**src/pkg/dfx_pkg.sv**
```systemverilog
// Shared constants and carrier types for the doubleword field extract unit
package dfx_pkg;

  // ----------------------------------------------------------------
  // Datapath widths
  // ----------------------------------------------------------------
  localparam int DATA_W = 64;
  localparam int INSTR_W = 32;
  localparam int REG_SEL_W = 5;
  localparam int POS_W = 6;

  // ----------------------------------------------------------------
  // Instruction encodings
  // ----------------------------------------------------------------
  localparam logic [5:0] EXTENDED_MAJOR_OPCODE = 6'h1F;
  localparam logic [5:0] FUNC_EXTRACT_MID = 6'h01;
  localparam logic [5:0] FUNC_EXTRACT_UPPER = 6'h02;

  // Offset added to the short field of the mid and upper forms
  localparam logic [POS_W-1:0] FIELD_OFFSET = 6'h20;

  // Field limit for the unpredictable test (low + top + 1 above this)
  localparam logic [POS_W:0] FIELD_LIMIT = 7'h40;

  // ----------------------------------------------------------------
  // Values after reset
  // ----------------------------------------------------------------
  localparam logic [DATA_W-1:0] RESULT_RESET = 64'h0000_0000_0000_0000;
  localparam logic [REG_SEL_W-1:0] REG_SEL_RESET = 5'h00;
  localparam logic [1:0] SYNC_RESET = 2'h0;

  // ----------------------------------------------------------------
  // Types
  // ----------------------------------------------------------------
  // Field layout of the instruction word, bit 31 first
  typedef struct packed {
    logic [5:0] major;
    logic [REG_SEL_W-1:0] sourceRegSel;
    logic [REG_SEL_W-1:0] destRegSel;
    logic [4:0] topField;
    logic [4:0] lowField;
    logic [5:0] func;
  } dfx_instr_type;

  // Write-back bundle handed to the general register file
  typedef struct packed {
    logic valid;
    logic [REG_SEL_W-1:0] destRegSel;
    logic [DATA_W-1:0] data;
  } dfx_wb_type;

  // Which extract form a word decodes to
  typedef enum logic [1:0] {
    OP_NONE,
    EXTRACT_LOW_OP,
    EXTRACT_MID_OP,
    EXTRACT_UPPER_OP
  } dfx_op_type;

endpackage

```
**src/dfx_field_extract.sv**
```systemverilog
// Combinational shift-and-mask core that pulls a field out of a doubleword
`timescale 1ns/10ps
`default_nettype none

module dfx_field_extract
(
  input wire logic [dfx_pkg::DATA_W-1:0] srcValue,
  input wire logic [dfx_pkg::POS_W-1:0] lowBit,
  input wire logic [dfx_pkg::POS_W-1:0] destTop,
  output logic [dfx_pkg::DATA_W-1:0] field,
  output logic unpredictable
);

  logic [dfx_pkg::DATA_W-1:0] shifted;
  logic [dfx_pkg::DATA_W-1:0] keepMask;
  logic [dfx_pkg::POS_W:0] fieldEnd;

  // ----------------------------------------------------------------
  // Right-justify and clear above the field
  // ----------------------------------------------------------------
  // Two shifts keep each amount below the width when the top index is 63
  always_comb
  begin
    shifted = srcValue >> lowBit;
    keepMask = ~(({dfx_pkg::DATA_W{1'b1}} << destTop) << 1);
    field = shifted & keepMask;
  end

  // ----------------------------------------------------------------
  // Field running past bit 63
  // ----------------------------------------------------------------
  // Data are still produced here; the value is simply not meaningful
  always_comb
  begin
    fieldEnd = {1'b0, lowBit} + {1'b0, destTop} + 7'h01;
    unpredictable = fieldEnd > dfx_pkg::FIELD_LIMIT;
  end

endmodule

`default_nettype wire

```
**src/dfx_extract_unit.sv**
```systemverilog
// Decode and execute stage for the doubleword bit-field extract forms
//
// Function
// - Mid form: major opcode 011111 with function code 000001.
// - Upper form: major opcode 011111 with function code 000010.
// - Source index from bits 25..21, destination index from bits 20..16.
// - Field is written right-justified with all higher bits zero.
// - Mid form: top index is bits 15..11 plus 32, low bit 10..6.
// - Upper form: low bit is bits 10..6 plus 32, top from 15..11.
// - Mid form: start 0..31, size 33..64, top index 32..63.
// - Upper form: start 32..63, size 1..32.
// - Plain form: start 0..31, size 1..32, top index below 63.
// - Low bit plus top index plus one above 64 gives no defined value.
// - Without release 2 support these words raise reserved instruction.
// - Plain form: top index from 15..11, low bit from 10..6, no offset.
`timescale 1ns/10ps
`default_nettype none

module dfx_extract_unit
#(
  // Function code of the plain extract form
  parameter logic [5:0] FUNC_EXTRACT_LOW = 6'h03
)
(
  input wire logic clk,
  input wire logic rst_b,
  input wire logic release2Strap,
  input wire logic issueValid,
  input wire logic [dfx_pkg::INSTR_W-1:0] instrWord,
  input wire logic [dfx_pkg::DATA_W-1:0] sourceValue,
  output logic issueReady,
  output logic claimed,
  output logic [dfx_pkg::REG_SEL_W-1:0] sourceRegSel,
  output dfx_pkg::dfx_wb_type wbOut,
  output logic reservedExc,
  output logic unpredictableOut,
  output dfx_pkg::dfx_op_type wbKind
);

  // ----------------------------------------------------------------
  // Reset synchroniser
  // ----------------------------------------------------------------
  logic [1:0] rstSync_q;
  logic rstIn_b;

  // Assert at once, release two edges after the pin goes high
  always_ff @(posedge clk or negedge rst_b)
  begin
    if (!rst_b)
      rstSync_q <= dfx_pkg::SYNC_RESET;
    else
      rstSync_q <= {rstSync_q[0], 1'b1};
  end

  assign rstIn_b = rstSync_q[1];

  // ----------------------------------------------------------------
  // Release strap capture
  // ----------------------------------------------------------------
  logic strapMeta_q;
  logic strapSync_q;
  logic strapDone_q;
  logic release2_q;

  // Two flops before the strap level is used
  always_ff @(posedge clk or negedge rstIn_b)
  begin
    if (!rstIn_b)
    begin
      strapMeta_q <= 1'b0;
      strapSync_q <= 1'b0;
    end
    else
    begin
      strapMeta_q <= release2Strap;
      strapSync_q <= strapMeta_q;
    end
  end

  // Strap is latched once, three edges after reset release
  logic [1:0] strapWait_q;

  always_ff @(posedge clk or negedge rstIn_b)
  begin
    if (!rstIn_b)
      strapWait_q <= dfx_pkg::SYNC_RESET;
    else if (!strapDone_q)
      strapWait_q <= {strapWait_q[0], 1'b1};
  end

  always_ff @(posedge clk or negedge rstIn_b)
  begin
    if (!rstIn_b)
    begin
      strapDone_q <= 1'b0;
      release2_q <= 1'b0;
    end
    else if (!strapDone_q && strapWait_q[1])
    begin
      strapDone_q <= 1'b1;
      release2_q <= strapSync_q;
    end
  end

  // Requests are ignored until the strap is known
  assign issueReady = strapDone_q;

  // ----------------------------------------------------------------
  // Decode
  // ----------------------------------------------------------------
  dfx_pkg::dfx_instr_type instr;
  dfx_pkg::dfx_op_type opKind;
  logic [dfx_pkg::POS_W-1:0] effLow;
  logic [dfx_pkg::POS_W-1:0] effTop;

  assign instr = dfx_pkg::dfx_instr_type'(instrWord);
  assign sourceRegSel = instr.sourceRegSel;

  // Separate the three extract forms on major opcode and function code
  always_comb
  begin
    opKind = dfx_pkg::OP_NONE;
    if (instr.major == dfx_pkg::EXTENDED_MAJOR_OPCODE)
    begin
      if (instr.func == dfx_pkg::FUNC_EXTRACT_MID)
        opKind = dfx_pkg::EXTRACT_MID_OP;
      else if (instr.func == dfx_pkg::FUNC_EXTRACT_UPPER)
        opKind = dfx_pkg::EXTRACT_UPPER_OP;
      else if (instr.func == FUNC_EXTRACT_LOW)
        opKind = dfx_pkg::EXTRACT_LOW_OP;
    end
  end

  assign claimed = issueValid && (opKind != dfx_pkg::OP_NONE);

  // Effective low bit and destination top index per form
  always_comb
  begin
    effLow = {1'b0, instr.lowField};
    effTop = {1'b0, instr.topField};
    unique case (opKind)
      dfx_pkg::OP_NONE:
      begin
        effLow = {1'b0, instr.lowField};
        effTop = {1'b0, instr.topField};
      end
      dfx_pkg::EXTRACT_LOW_OP:
      begin
        effLow = {1'b0, instr.lowField};
        effTop = {1'b0, instr.topField};
      end
      dfx_pkg::EXTRACT_MID_OP:
      begin
        effLow = {1'b0, instr.lowField};
        effTop = {1'b0, instr.topField} + dfx_pkg::FIELD_OFFSET;
      end
      dfx_pkg::EXTRACT_UPPER_OP:
      begin
        effLow = {1'b0, instr.lowField} + dfx_pkg::FIELD_OFFSET;
        effTop = {1'b0, instr.topField};
      end
    endcase
  end

  // ----------------------------------------------------------------
  // Execute
  // ----------------------------------------------------------------
  logic [dfx_pkg::DATA_W-1:0] fieldValue;
  logic fieldUnpred;

  // Full 64-bit shift and mask in one cycle
  dfx_field_extract u_extract
  (
    .srcValue(sourceValue),
    .lowBit(effLow),
    .destTop(effTop),
    .field(fieldValue),
    .unpredictable(fieldUnpred)
  );

  logic take;
  logic legal;

  // An accepted word of ours either executes or traps, never both
  assign take = claimed && issueReady;
  assign legal = release2_q;

  // ----------------------------------------------------------------
  // Write-back registers
  // ----------------------------------------------------------------
  logic wbValid_q;
  logic [dfx_pkg::REG_SEL_W-1:0] wbSel_q;
  logic [dfx_pkg::DATA_W-1:0] wbData_q;

  // Valid and trap are one-cycle pulses in the cycle after acceptance
  always_ff @(posedge clk or negedge rstIn_b)
  begin
    if (!rstIn_b)
    begin
      wbValid_q <= 1'b0;
      reservedExc <= 1'b0;
    end
    else
    begin
      wbValid_q <= take && legal;
      reservedExc <= take && !legal;
    end
  end

  // Data and index load only when a result is produced
  always_ff @(posedge clk or negedge rstIn_b)
  begin
    if (!rstIn_b)
    begin
      wbSel_q <= dfx_pkg::REG_SEL_RESET;
      wbData_q <= dfx_pkg::RESULT_RESET;
      wbKind <= dfx_pkg::OP_NONE;
      unpredictableOut <= 1'b0;
    end
    else if (take && legal)
    begin
      wbSel_q <= instr.destRegSel;
      wbData_q <= fieldValue;
      wbKind <= opKind;
      unpredictableOut <= fieldUnpred;
    end
  end

  // Bundle the write-back registers so the struct has a single driver
  assign wbOut = '{valid: wbValid_q, destRegSel: wbSel_q, data: wbData_q};

endmodule

`default_nettype wire

```
**config.mk**
```make
export PLATFORM = sky130hd
export DESIGN_NAME = dfx_extract_unit
export DESIGN_NICKNAME = d
export VERILOG_FILES = /design/src/pkg/dfx_pkg.sv /design/src/dfx_field_extract.sv /design/src/dfx_extract_unit.sv
export SDC_FILE = /design/constraint.sdc
export NUM_CORES = 1
export LEC_CHECK = 0
export ABC_AREA = 1
export BUFFER_PORTS_ARGS = -buffer_cell sky130_fd_sc_hd__buf_2
export CORE_UTILIZATION = 57
export CTS_BUF_LIST = sky130_fd_sc_hd__clkbuf_4
export DETAILED_ROUTE_END_ITERATION = 6
export MAX_ROUTING_LAYER = met4
export PLACE_DENSITY = 0.84
export SLEW_MARGIN = 10
export SYNTH_ARGS = -nofsm -noshare
export SYNTH_HDL_FRONTEND = slang
export SYNTH_SLANG_ARGS = --single-unit
```
**constraint.sdc**
```tcl
create_clock -name clk -period 3 [get_ports clk]
set_clock_uncertainty 0.1 [all_clocks]
set_input_delay 0.75 -clock clk [delete_from_list [all_inputs] [get_ports clk]]
set_output_delay 0.75 -clock clk [all_outputs]
set_load 0.02 [all_outputs]
```
==> impl_results.md <==
- Status: finished with violations
- Failing checks: design-rule violations
- WHS: 0.263 ns
- Post-Syn Area: 7710 um2
- Clk sinks: 82
- Critical path class: input pin to output port
- RSZ-0062 raised after global routing: no
- Nature of the critical path startpoint: input pin
- Required @ worst endpoint: 2.15 ns
- Commonest non-fill, non-tap cells in the layout: nand3_1 (543), nand2_1 (392), buf_2 (170), dfrtp_1 (81), inv_1 (56)
- TritonCTS clock tree: done
- Area delta synth->final: 13.8%
- Syn. warnings: 0
- Most common cell after layout, fill and taps aside: nand3_1
- Worst-Margin Slew: 1.01 ns
- MaxCap Viol Count: 0
- Worst skew pair latency: 0.43 ns
- DRC: 1
- GR Util All Layers: 43.4%
- Final HPWL DP: 22.7 mm
- Peak supply drop: 222 uV
- Die Ht: 118 um
- Root Buffer: clkbuf_4
- Crit end category: output port
- Post-Syn Instances: 1321
- Maximum achievable frequency: 376 MHz
- Drt wl/cell: 18.1 um
- Via density: 6.19
- Syn nets: 1428
- RR Endpoint: wbData_q[28]
- CP arrival: 1.81 ns
- Reg2reg path depth: 5
- Starting density of the core: 58.2%
- Vias in the first global route: 9090
- Setup TNS: 0 ns
- Total gr overflow: 0
- Slew Limit Fails: 0
- Largest net degree at the start of global routing: 81
- Crit Path Max Fanout: 7
- Utilization after layout: 66.3%
- DRT Pass-1 Iters: 7
- Antenna viol nets, final: 0
- Initial drt markers: 1274
- TritonCTS buffer count: 9
- Port Buffers: 170
- Fin nets: 1538
- Mean Syn Cell Area: 5.84 um2
- FF-to-FF setup slack: 1.37 ns
- First-pass GRT wire length: 46.3 mm
- Unique masters post-synth: 30
- I/O Pins: 181
- Slowest stage delay, CP: 0.28 ns
- Slew HR: 32.6%
- Drt total wl: 29.2 mm
- Total Power: 2.71 mW
- Worst path cell trace: buf_2, nand2_1, nor3_4, nand2_1, a21boi_0, buf_2
- Initial antenna violation count: 0
- Die area: 14000 um2
- Hold Vio Cnt, Final: 0
- Register bit count reported by yosys: 82
- Core box area: 13200 um2
- PwrDens: 308 nW/um2
- Final Critical Period: 2.66 ns
- Crit-path slowest cell: nor3_4
- FP Rows: 42
- Seq/Total Area, Yosys: 26.6%
- Total vias in the final route: 9972
- CTS Buffer Depth: 2
- Count of final setup violators: 0
- Reg2reg start: issueReady
- Leak Pwr: 4.95 nW
- Critical path endpoint: claimed
- Antenna diodes: 0
- GPL Wtd Cong: 1.05
- Worst-path clk slew: 0.12 ns
- Period utilization: 88.7%
- CTS H-tree depth: 3
- Beginning of the critical path: instrWord[27]
- Die Width: 118 um
- Worst Hold Class: flop to flop
- Layout cells sized above 1: 15.5%
==> worst min path at each step <==
stage	start	to	slack (ns)	depth (start not counted)
6_report	strapMeta_q	strapSync_q	0.26	0
5_1_grt	strapMeta_q	strapSync_q	0.27	0
4_1_cts	strapMeta_q	strapSync_q	0.27	0
3_5_place_dp	rstSync_q[0]	rstSync_q[1]	0.24	0
3_3_place_gp	strapMeta_q	strapSync_q	0.24	0
2_1_floorplan	rstSync_q[0]	rstSync_q[1]	0.23	0
==> kinds of logic (layout without fill, tap and decap cells) <==
kind of cell | Yosys count | count (layout) | share of synthesized area, %
adders and majority gates | 7 | 7 | 1.23
muxes | 1 | 1 | 0.146
and+or+nand+nor | 1021 | 1021 | 59.9
other | 1 | 1 | 0.0486
DFF | 82 | 82 | 26.6
xor gates and xnor gates | 2 | 2 | 0.227
buffers and inverters | 158 | 273 | 8.44
AOI/OAI and AO/OA | 49 | 49 | 3.42
==> per-layer routing <==
metal | up-vias | share of wire, % | GRT usage [%]
met1 | 4501 | 40 | 53.9
met4 | 0 | 4.4 | 18.3
met2 | 654 | 45 | 68.0
met5 | - | 0 | -
li1 | 4710 | - | -
met3 | 107 | 11 | 9.65
==> cell usage after synthesis <==
master,n,area share [%]
a21boi_0,1,0.097
a21oi_1,21,1.4
buf_1,24,1.2
buf_2,25,1.6
buf_4,7,0.68
clkbuf_1,42,2.0
conb_1,1,0.049
dfrtp_1,82,27
fa_1,1,0.26
ha_1,6,0.97
inv_1,56,2.7
inv_2,4,0.19
mux2_2,1,0.15
nand2_1,392,19
nand3_1,543,35
nand3b_1,3,0.29
nand4_1,12,0.97
nand4_4,1,0.28
nor2_1,55,2.7
nor2_4,1,0.15
nor3_1,10,0.65
nor3_2,2,0.26
nor3_4,1,0.21
o211ai_1,3,0.29
o21ai_0,19,1.2
o21ai_1,1,0.065
o22ai_1,1,0.081
o31ai_1,3,0.29
or2_2,1,0.081
xnor2_1,2,0.23
==> report_power, final <==
| part | internal [mW] | switching (mW) |
|---|---|---|
| clock | 0.253 | 0.397 |
| combinational | 0.293 | 0.629 |
| sequential | 1.11 | 0.0233 |
==> state kept, by name, summed over array words and instances, names as in the netlist <==
| signal | cells |
|---|---|
| wbData_q | 64 |
| wbSel_q | 5 |
| rstSync_q | 2 |
| strapWait_q | 2 |
| wbKind | 2 |
| issueReady | 1 |
| legal | 1 |
| reservedExc | 1 |
| strapMeta_q | 1 |
| strapSync_q | 1 |
| unpredictableOut | 1 |
| wbValid_q | 1 |
==> layout make-up <==
type,instances,area [um2]
clock inverter,7,67.6
clock buffer,9,67.6
timing repair buffer,197,1130
tap,176,220
inverter,60,225
multi-input combinational,1081,5010
fill,1293,4470
sequential,82,2060
==> through the flow <==
stage,area (um2),std cells,worst slack (ns)
floorplan,7710,1321,0.298
global route,8780,1612,0.192
CTS,8780,1612,0.338
detailed placement,8630,1595,0.317
global placement,8630,1595,0.364
finish,8780,1612,0.339
==> what timing repair did <==
action | CTS | global route
gates resized for setup | 0 | 0
setup buffers | 0 | 0
hold buffers | 1 | 0
endpoints found under the hold margin | 2 | 0
==> critical path, delay by kind of cell <==
kind                   cells  cell delay [ns]
AOI/OAI and AO/OA          1             0.23
and+or+nand+nor            3             0.56
buffers and inverters      2             0.27
Power figures use the tool's default switching activity.
